### src/masr_pkg.sv
// constants, field layouts and mode states of the angle serial readout
// assumes a 100 MHz system clock; every other file but the synchroniser reads it as masr_pkg::name
package masr_pkg;

   // ==========================================================
   // clock
   localparam int CLK_PERIOD_NS = 10;   // system clock period

   // ==========================================================
   // serial word layout
   localparam int ANGLE_BITS      = 12;    // angle field width
   localparam int ANGLE_POSITIONS = 4096;  // codes per revolution
   localparam int WORD_BITS       = 18;    // readout word width
   localparam int SEP_BITS        = 1;     // separator after each word
   localparam int FRAME_BITS      = WORD_BITS + SEP_BITS;
   localparam int POS_ANGLE_LSB   = 6;     // angle sits in [17:6]
   localparam int POS_OFFSET_DONE = 5;     // offset compensation finished
   localparam int POS_OVERFLOW    = 4;     // angle engine overflow
   localparam int POS_LINEARITY   = 3;     // linearity alarm
   localparam int POS_FIELD_UP    = 2;     // field_up_bit
   localparam int POS_FIELD_DOWN  = 1;     // field_down_bit
   localparam int POS_PARITY      = 0;     // even parity over [17:1]
   localparam logic SEP_VALUE     = 1'h0;  // level of the separator bit

   // ==========================================================
   // pulse width output timing
   localparam int PWM_PERIOD_STEPS = 1025;  // steps per period
   localparam int PWM_MIN_HIGH     = 1;     // high steps at angle zero
   localparam int PWM_STEP_NS_FAST = 1000;  // 1 us per step
   localparam int PWM_STEP_NS_SLOW = 2000;  // 2 us per step
   localparam int PWM_STEP_CYC_FAST = PWM_STEP_NS_FAST / CLK_PERIOD_NS;
   localparam int PWM_STEP_CYC_SLOW = PWM_STEP_NS_SLOW / CLK_PERIOD_NS;

   // ==========================================================
   // one-time-programmable configuration layout
   localparam int OTP_BITS       = 54;  // whole configuration chain
   localparam int OTP_USER_BITS  = 21;  // user part, shifted in first
   localparam int POS_USER_LSB   = 33;  // user part sits in [53:33]
   localparam int POS_MODE_ONE   = 53;  // output_mode_bit_one
   localparam int POS_MODE_ZERO  = 52;  // output_mode_bit_zero
   localparam int POS_PWM_HALF   = 51;  // pulse output at half rate
   localparam int DIE_ID_BITS    = 20;  // unique_die_identifier width
   localparam int POS_DIE_ID_LSB = 0;   // die id sits in [19:0]
   localparam logic [1:0] MODE_QUAD = 2'h1;  // quadrature output code
   localparam logic [OTP_BITS-1:0] FUSE_BLANK = '0;  // unburnt fuses

   // ==========================================================
   // operating modes
   typedef enum logic [1:0] {
      MASR_NORMAL,     // readout active
      MASR_PROG_LOAD,  // configuration shifting in
      MASR_PROG_BURN   // fuses being blown
   } masr_mode_t;

endpackage : masr_pkg

### src/masr_readout.sv
// top of the angle serial readout: serial word, daisy chain, pulse output,
// open-drain field flags and the one-time-programmable configuration path
// assumes pins arrive asynchronously; sensor inputs are on clk
`timescale 1ns/100ps
`default_nettype none

module masr_readout #(
   parameter int ABITS = masr_pkg::ANGLE_BITS,  // angle width
   parameter int OBITS = masr_pkg::OTP_BITS     // configuration chain length
) (
   // clock and reset
   input  wire logic                 clk,
   input  wire logic                 rst,
   // sensor results on clk
   input  wire logic [ABITS-1:0]     angle,
   input  wire logic                 offset_done,
   input  wire logic                 overflow,
   input  wire logic                 linearity_alarm,
   input  wire logic                 field_up,
   input  wire logic                 field_down,
   // serial pins from the host
   input  wire logic                 sclk,
   input  wire logic                 select_n,
   input  wire logic                 prog_in,
   input  wire logic                 prog_burn_level,
   input  wire logic                 speed_sel,
   // serial data pin
   output var  logic                 data_out,
   output var  logic                 data_oe_n,
   // open-drain field flags
   output var  logic                 field_up_flag_n_o,
   output var  logic                 field_up_flag_n_oe_n,
   output var  logic                 field_down_flag_n_o,
   output var  logic                 field_down_flag_n_oe_n,
   // pulse width output
   output var  logic                 pwm_out,
   // status
   output var  logic                 fast_mode,
   output var  logic                 quad_mode_en,
   output var  logic                 prog_mode,
   output var  logic                 fuses_done,
   output var  logic [masr_pkg::OTP_USER_BITS-1:0] otp_user,
   output var  logic [masr_pkg::DIE_ID_BITS-1:0]   unique_die_identifier
);

   // ==========================================================
   // local sizes
   localparam int FB = masr_pkg::FRAME_BITS;  // word plus separator
   localparam int CW = $clog2(OBITS + 1);     // fuse counter width

   // ==========================================================
   // elaboration checks
   if (ABITS != masr_pkg::ANGLE_BITS ||
       (2 ** ABITS) != masr_pkg::ANGLE_POSITIONS)
   begin : g_bad_angle
      $error("masr_readout angle width must give 4096 positions");
   end
   if (OBITS != masr_pkg::OTP_BITS)
   begin : g_bad_otp
      $error("masr_readout configuration chain must be 54 bits");
   end

   // ==========================================================
   // pin synchronisers
   logic sclk_s;     // synchronised serial clock
   logic sel_n_s;    // synchronised select, active low
   logic prog_s;     // synchronised programming input
   logic burn_s;     // synchronised burn level detect
   logic speed_s;    // synchronised speed select

   // select idles high, the others low, matching their pulls
   masr_sync #(
      .WIDTH   (5),
      .RST_VAL (5'h08)
   ) u_sync (
      .clk      (clk),
      .rst      (rst),
      .async_in ({sclk, select_n, prog_in, prog_burn_level, speed_sel}),
      .sync_out ({sclk_s, sel_n_s, prog_s, burn_s, speed_s})
   );

   // ==========================================================
   // edge detection on synchronised levels
   logic sclk_q;   // serial clock one cycle back
   logic sel_n_q;  // select one cycle back

   // history registers
   always_ff @(posedge clk)
   begin
      if (rst)
      begin
         sclk_q  <= 1'h0;
         sel_n_q <= 1'h1;
      end
      else
      begin
         sclk_q  <= sclk_s;
         sel_n_q <= sel_n_s;
      end
   end

   wire sclk_rise = sclk_s & ~sclk_q;     // host clock rising edge
   wire sel_fall  = ~sel_n_s & sel_n_q;   // host selects the device
   wire sel_rise  = sel_n_s & ~sel_n_q;   // host releases the device

   // ==========================================================
   // mode state
   masr_pkg::masr_mode_t mode;       // current mode
   masr_pkg::masr_mode_t next_mode;  // mode for the next cycle

   // programming entry needs prog high and clock low at select rise
   wire prog_entry = sel_rise & prog_s & ~sclk_s;

   // mode transitions; no path leads back to normal but reset
   always_comb
   begin
      next_mode = mode;
      case (mode)
         masr_pkg::MASR_NORMAL:
         begin
            if (prog_entry)
               next_mode = masr_pkg::MASR_PROG_LOAD;
         end
         masr_pkg::MASR_PROG_LOAD:
         begin
            if (burn_s)
               next_mode = masr_pkg::MASR_PROG_BURN;
         end
         masr_pkg::MASR_PROG_BURN:
         begin
            if (!burn_s)
               next_mode = masr_pkg::MASR_PROG_LOAD;
         end
         default:
         begin
            next_mode = masr_pkg::MASR_NORMAL;
         end
      endcase
   end

   // mode register, left only through reset
   always_ff @(posedge clk)
   begin
      if (rst)
         mode <= masr_pkg::MASR_NORMAL;
      else
         mode <= next_mode;
   end

   wire in_normal = (mode == masr_pkg::MASR_NORMAL);
   wire in_load   = (mode == masr_pkg::MASR_PROG_LOAD);
   wire in_burn   = (mode == masr_pkg::MASR_PROG_BURN);

   // ==========================================================
   // serial word assembly
   logic [masr_pkg::WORD_BITS-1:0] word;  // word as captured

   // place every field at its position, parity over the rest
   always_comb
   begin
      word = '0;
      word[masr_pkg::POS_ANGLE_LSB +: ABITS] = angle;
      word[masr_pkg::POS_OFFSET_DONE] = offset_done;
      word[masr_pkg::POS_OVERFLOW]    = overflow;
      word[masr_pkg::POS_LINEARITY]   = linearity_alarm;
      word[masr_pkg::POS_FIELD_UP]    = field_up;
      word[masr_pkg::POS_FIELD_DOWN]  = field_down;
      word[masr_pkg::POS_PARITY]      = ^word;
   end

   // ==========================================================
   // readout shift register and daisy chain
   logic [FB-1:0] frame;  // word, separator, then upstream data

   // load on select fall, shift on each host clock rise
   always_ff @(posedge clk)
   begin
      if (rst)
      begin
         frame <= '0;
      end
      else if (in_normal && sel_fall)
      begin
         frame <= {word, masr_pkg::SEP_VALUE};  // all fields at once
      end
      else if (in_normal && !sel_n_s && sclk_rise)
      begin
         frame <= {frame[FB-2:0], prog_s};  // upstream data follows
      end
   end

   // pin driver: data only while selected in normal mode
   always_ff @(posedge clk)
   begin
      if (rst)
      begin
         data_out  <= 1'h0;
         data_oe_n <= 1'h1;  // released at reset
      end
      else
      begin
         data_out  <= frame[FB-1];  // msb first
         data_oe_n <= sel_n_s | ~in_normal;
      end
   end

   // ==========================================================
   // configuration shift chain
   logic [OBITS-1:0] otp_shift;  // bits shifted in by the host

   // first bit ends in the top position after 54 clocks
   always_ff @(posedge clk)
   begin
      if (rst)
         otp_shift <= '0;
      else if (in_load && sclk_rise)
         otp_shift <= {otp_shift[OBITS-2:0], prog_s};
   end

   // ==========================================================
   // fuse array
   logic [OBITS-1:0] fuse = masr_pkg::FUSE_BLANK;  // survives reset
   logic [CW-1:0]    burn_cnt;                      // fuses blown so far
   wire              burn_go  = in_burn & sclk_rise & (burn_cnt != CW'(OBITS));
   wire  [CW-1:0]    burn_pos = CW'(OBITS - 1) - burn_cnt;  // top fuse first

   // one fuse per host clock while the burn level is present
   always_ff @(posedge clk)
   begin
      if (burn_go)
         fuse[burn_pos] <= otp_shift[burn_pos];
   end

   // burn progress
   always_ff @(posedge clk)
   begin
      if (rst)
      begin
         burn_cnt   <= '0;
         fuses_done <= 1'h0;
      end
      else
      begin
         if (burn_go)
            burn_cnt <= burn_cnt + CW'(1);
         fuses_done <= (burn_cnt == CW'(OBITS));
      end
   end

   // ==========================================================
   // active configuration, read from fuses once after reset
   logic             cfg_load;  // high on the first cycle after reset
   logic [OBITS-1:0] cfg;       // configuration in force

   // a burn takes effect only at the next reset release
   always_ff @(posedge clk)
   begin
      if (rst)
      begin
         cfg_load <= 1'h1;
         cfg      <= '0;
      end
      else
      begin
         cfg_load <= 1'h0;
         if (cfg_load)
            cfg <= fuse;
      end
   end

   wire [1:0] mode_bits = {cfg[masr_pkg::POS_MODE_ONE], cfg[masr_pkg::POS_MODE_ZERO]};

   // ==========================================================
   // status outputs
   always_ff @(posedge clk)
   begin
      if (rst)
      begin
         fast_mode             <= 1'h0;
         quad_mode_en          <= 1'h0;
         prog_mode             <= 1'h0;
         otp_user              <= '0;
         unique_die_identifier <= '0;
      end
      else
      begin
         fast_mode    <= speed_s;  // low or open is slow
         quad_mode_en <= (mode_bits == masr_pkg::MODE_QUAD);
         prog_mode    <= ~in_normal;
         otp_user     <= cfg[masr_pkg::POS_USER_LSB +: masr_pkg::OTP_USER_BITS];
         unique_die_identifier <= cfg[masr_pkg::POS_DIE_ID_LSB +: masr_pkg::DIE_ID_BITS];
      end
   end

   // ==========================================================
   // open-drain field flags: enable low pulls the pin low
   always_ff @(posedge clk)
   begin
      if (rst)
      begin
         field_up_flag_n_o      <= 1'h0;
         field_up_flag_n_oe_n   <= 1'h1;
         field_down_flag_n_o    <= 1'h0;
         field_down_flag_n_oe_n <= 1'h1;
      end
      else
      begin
         field_up_flag_n_o      <= 1'h0;
         field_up_flag_n_oe_n   <= ~field_up;
         field_down_flag_n_o    <= 1'h0;
         field_down_flag_n_oe_n <= ~field_down;
      end
   end

   // ==========================================================
   // pulse width output, half rate set by a configuration bit
   masr_pwm #(
      .ABITS    (ABITS),
      .STEPS    (masr_pkg::PWM_PERIOD_STEPS),
      .CYC_FAST (masr_pkg::PWM_STEP_CYC_FAST),
      .CYC_SLOW (masr_pkg::PWM_STEP_CYC_SLOW)
   ) u_pwm (
      .clk       (clk),
      .rst       (rst),
      .angle     (angle),
      .half_rate (cfg[masr_pkg::POS_PWM_HALF]),
      .pwm_out   (pwm_out)
   );

endmodule : masr_readout
`default_nettype wire

### src/masr_sync.sv
// two-flop synchroniser for a vector of independent pin levels
// assumes each bit is a slow level; bits are not coherent with each other
`timescale 1ns/100ps
`default_nettype none

module masr_sync #(
   parameter int               WIDTH   = 1,   // number of levels
   parameter logic [WIDTH-1:0] RST_VAL = '0   // idle level of each pin
) (
   // clock and reset
   input  wire logic             clk,
   input  wire logic             rst,
   // levels
   input  wire logic [WIDTH-1:0] async_in,
   output var  logic [WIDTH-1:0] sync_out
);

   logic [WIDTH-1:0] meta;  // first stage, read only by the second

   // ==========================================================
   // elaboration check
   if (WIDTH < 1)
   begin : g_bad_width
      $error("masr_sync needs at least one bit");
   end

   // ==========================================================
   // two stages
   always_ff @(posedge clk)
   begin
      if (rst)
      begin
         meta     <= RST_VAL;
         sync_out <= RST_VAL;
      end
      else
      begin
         meta     <= async_in;
         sync_out <= meta;
      end
   end

endmodule : masr_sync
`default_nettype wire

### src/masr_pwm.sv
// pulse width output: high time follows the angle, fixed step count
// assumes the angle input is on the same clock; latched once per period
`timescale 1ns/100ps
`default_nettype none

module masr_pwm #(
   parameter int ABITS     = masr_pkg::ANGLE_BITS,        // angle width
   parameter int STEPS     = masr_pkg::PWM_PERIOD_STEPS,  // steps per period
   parameter int CYC_FAST  = masr_pkg::PWM_STEP_CYC_FAST, // cycles per step
   parameter int CYC_SLOW  = masr_pkg::PWM_STEP_CYC_SLOW  // half-rate step
) (
   // clock and reset
   input  wire logic             clk,
   input  wire logic             rst,
   // control
   input  wire logic [ABITS-1:0] angle,
   input  wire logic             half_rate,
   // output
   output var  logic             pwm_out
);

   localparam int SW = $clog2(STEPS + 1);     // step counter width
   localparam int PW = $clog2(CYC_SLOW + 1);  // prescaler width
   localparam int HW = SW - 1;                // high-steps field width

   logic [PW-1:0] pre;      // cycles within one step
   logic [SW-1:0] step;     // step within period
   logic [SW-1:0] high;     // high steps for this period
   wire  [PW-1:0] pre_end = half_rate ? PW'(CYC_SLOW - 1) : PW'(CYC_FAST - 1);
   wire           tick    = (pre == pre_end);
   wire           wrap    = tick && (step == SW'(STEPS - 1));
   wire  [SW-1:0] next_high = SW'(masr_pkg::PWM_MIN_HIGH)
                            + SW'(angle[ABITS-1 -: HW]);

   // ==========================================================
   // elaboration check
   if (CYC_FAST < 1 || CYC_SLOW < CYC_FAST || ABITS < HW)
   begin : g_bad_cfg
      $error("masr_pwm timing or width out of range");
   end

   // ==========================================================
   // prescaler, step counter and output level
   always_ff @(posedge clk)
   begin
      if (rst)
      begin
         pre     <= '0;
         // first period is cut to one step so the angle is latched soon after reset
         step    <= SW'(STEPS - 1);
         high    <= SW'(masr_pkg::PWM_MIN_HIGH);
         pwm_out <= 1'h0;
      end
      else
      begin
         pre <= tick ? '0 : pre + PW'(1);
         if (wrap)
         begin
            step <= '0;
            high <= next_high;  // new angle only at period start
         end
         else if (tick)
         begin
            step <= step + SW'(1);
         end
         pwm_out <= wrap ? 1'h1 : ((tick ? step + SW'(1) : step) < high);
      end
   end

endmodule : masr_pwm
`default_nettype wire

### config.mk
export PLATFORM = sky130hd
export DESIGN_NAME = masr_readout
export DESIGN_NICKNAME = d
export VERILOG_FILES = /design/src/masr_pkg.sv /design/src/masr_readout.sv /design/src/masr_sync.sv /design/src/masr_pwm.sv
export SDC_FILE = /design/constraint.sdc
export NUM_CORES = 1
export LEC_CHECK = 0
export BUFFER_PORTS_ARGS = -buffer_cell sky130_fd_sc_hd__buf_2
export CORE_ASPECT_RATIO = 1.5
export CORE_MARGIN = 5
export CORE_UTILIZATION = 64
export DETAILED_ROUTE_END_ITERATION = 16
export PLACE_DENSITY = 0.81
export SLEW_MARGIN = 20
export SYNTH_ARGS = -nofsm -noshare
export SYNTH_HDL_FRONTEND = slang
export SYNTH_SLANG_ARGS = --single-unit
### constraint.sdc
create_clock -name clk -period 5.05 [get_ports clk]
set_clock_uncertainty 0.2 [all_clocks]
set_input_delay 0.505 -clock clk [delete_from_list [all_inputs] [get_ports clk]]
set_output_delay 0.505 -clock clk [all_outputs]
set_load 0.01 [all_outputs]
==> results.yml <==
synth:
  synth_top_area_frac: 0.424
  synth-seq-cells: 256
  yosys.area.top_type: "dfxtp_1"
  synthFlopType: "dfxtp_1"
  synth_common_cells: "dfxtp_1, nand2_1, nor2_1"
  synth_warnings: 0
  syn_area_um2: 10100
  syn_inst: 1026
  avgSynthCellArea_um2: 9.89
  synth-edff-count: 41
  synth_most_common_cell: "dfxtp_1"
  synth_area_leaders: "dfxtp_1, edfxtp_1, nand2_1"
  seq_area_frac_synth: 0.545
  async_reset_ff_frac: 0
  synthDistinctLibCells: 55
floorplan:
  start_util: 0.650
  rows: 56
  core_um2: 15600
  die_x_um: 113
  die_area_um2: 18500
  die_height_um: 164
  num_io_pins: 76
route:
  via_count: 7050
  viasPerCell: 5.46
  remaining_drc_errors: 0
  wl_per_cell_um: 14.5
  first_pass_iters: 6
  drt_iter0_drc: 389
  antenna_left: 0
  drt_wl_total_mm: 18.7
worst_setup_path:
  cp-start-kind: "flip-flop"
  reg2reg_slack_ns: 1.45
  cp_num_buf_inv: 1
  worstPathRequired_ns: 4.92
  path_depth: 6
  rr_startpoint: "burn_cnt[1]"
  cp_max_fo: 41
  r2r_cells: 6
  worstSetupStartpoint: "burn_cnt[1]"
  cp-endpoint: "fuse[53]"
  worstSetupPathType: "flip-flop to flip-flop"
  crit_arrival_ns: 3.47
  crit_path_max_incr_delay_ns: 0.75
  r2r-end: "fuse[53]"
  crit_path_end_kind: "flip-flop"
  path_cells: "buf_4 -> ha_1 -> xor2_1 -> mux4_2 -> nor2b_1 -> a2111o_1"
  cpMaxStageDelayCell: "a2111o_1"
  cp_top_family: "compound AO/OA/AOI/OAI gates"
finish:
  drive_gt1_frac: 0.118
  fill_cells: 1160
  postLayoutCoreUtil: 0.724
  area_growth_pct: 11.5
  ff_latch_area_um2: 5540
  layout.nets: 1122
  multi_input_area_um2: 4280
  fin_area_um2: 11300
  antenna_cells: 0
global_route:
  grt-ovfl-total: 0
  grt_use_total: 0.202
  grt_max_degree: 103
  grt_pass1_vias: 6820
  antenna_found_initial: 0
  grt_pass1_wl_mm: 31.6
clock_network:
  root_buffer: "clkbuf_16"
  numCtsBuffers: 23
  clock_sinks: 256
  h-tree-depth: 1
  cts_buffer_depth: 3
  ctsResizeCount: 0
  cts_setup_buffers: 0
  clk_pin_slew_ns: 0.07
  cts_tree: "built"
  clk_latency_ns: 0.50
place:
  dp.final_hpwl_mm: 12.2
  portBuffers: 73
  gp_congestion: 0.849
  dp_slack_ns: 1.45
  place_area_um2: 10600
run:
  maxCapViolCount: 0
power:
  ir_drop_mv: 0.329
  powerDensity_nw_per_um2: 346
  p_leak_nw: 4.38
worst_hold_path:
  hold_depth: 2
  hp-class: "primary input to flip-flop"
sta:
  fmax_mhz: 278
  totalNegativeSetupSlack_ns: 0
  finalSetupViolCount: 0
  finalCritPeriodShare: 0.713
  drv_slew: 0
  worstMarginPinSlew_ns: 1.02
  slew_headroom: 0.316
  whs_ns: 0.0140
  postLayoutSetupSlackWorst_ns: 1.45
  final-hold-violation-count: 0
  period_minus_slack_ns: 3.60
  rsz0062_at_grt: "no"
run_status:
  status: "completed"
[repair_timing]
item | in CTS | in global routing
endpoints found under the hold margin | 2 | 0
hold buffers | 2 | 0
endpoints found under the setup margin | 0 | 0
[placed cells by master, fill, tap and decap left out, types with 6 or more instances in the layout]
cell and n:
a311oi_1 17, nand3_1 30, mux4_1 7, clkbuf_1 10, mux4_2 7, nor2b_1 66
inv_1 24, nor2_1 135, nor3_1 8, and3_1 7, a211oi_1 9, ha_1 25
xor2_1 17, edfxtp_1 41, nand4_1 6, mux2i_1 48, nand2_1 152, a21oi_1 62
dfxtp_1 214, xnor2_1 24, buf_4 8, clkbuf_16 24, buf_2 72
[power by group]
group	switching, mW	internal (mW)	leakage [nW]
clock network	0.707	0.923	0.345
logic	0.0964	0.0708	1.91
registers	0.0165	2.10	2.12
[per-layer routing]
layer / wire, um / vias up / global-route usage
met5: 0 / - / 0
met4: 607 / 0 / 0.0793
met3: 723 / 49 / 0.0258
met2: 9730 / 138 / 0.358
met1: 7660 / 3300 / 0.250
li1: - / 3563 / -
[final cells by class]
type	count	share of cell area
flip-flops and latches	256	0.489
multi-input cells	684	0.378
clock buffers	37	0.0600
repair buffers	83	0.0399
well taps	203	0.0224
inverters	25	0.00829
clock inverters	4	0.00210
[cell families (layout without fill, tap and decap cells)]
logic type,after synthesis,count (layout),share of synthesized area
DFF,256,256,0.545
and+or+nand+nor,433,433,0.195
buffers and inverters,87,149,0.0340
other,1,2,0.000369
AOI/OAI and AO/OA,118,118,0.0746
muxes,65,65,0.0843
adders and majority gates,25,25,0.0308
xor gates and xnor gates,41,41,0.0354
[registers in the layout, indices dropped and copies added (netlist names), 2 cells and up]
signal                 count
otp_user                  21
u_sync.meta                5
cfg                       41
u_pwm.high                11
fuse                      41
otp_shift                 54
burn_cnt                   6
unique_die_identifier     20
u_sync.sync_out            5
frame                     19
u_pwm.step                11
u_pwm.pre                  8
mode                       2
[worst min path at each step]
| stage | from | endpoint | slack, ns |
|---|---|---|---|
| floorplan | u_sync.meta[3] | u_sync.sync_out[3] | 0.19 |
| global placement | u_sync.meta[3] | u_sync.sync_out[3] | 0.19 |
| detailed placement | u_sync.meta[3] | u_sync.sync_out[3] | 0.20 |
| CTS | field_up | field_up_flag_n_oe_n | 0.005 |
| global route | field_up | field_up_flag_n_oe_n | 0.007 |
| finish | field_up | field_up_flag_n_oe_n | 0.01 |
[per-stage QoR]
stage	instances	power (mW)
5_1_grt	1292	4.07
4_1_cts	1292	3.95
3_3_place_gp	1249	2.33
6_report	1292	3.92
3_5_place_dp	1249	2.33
2_1_floorplan	1027	2.28
(Power assumes the default switching activity.)
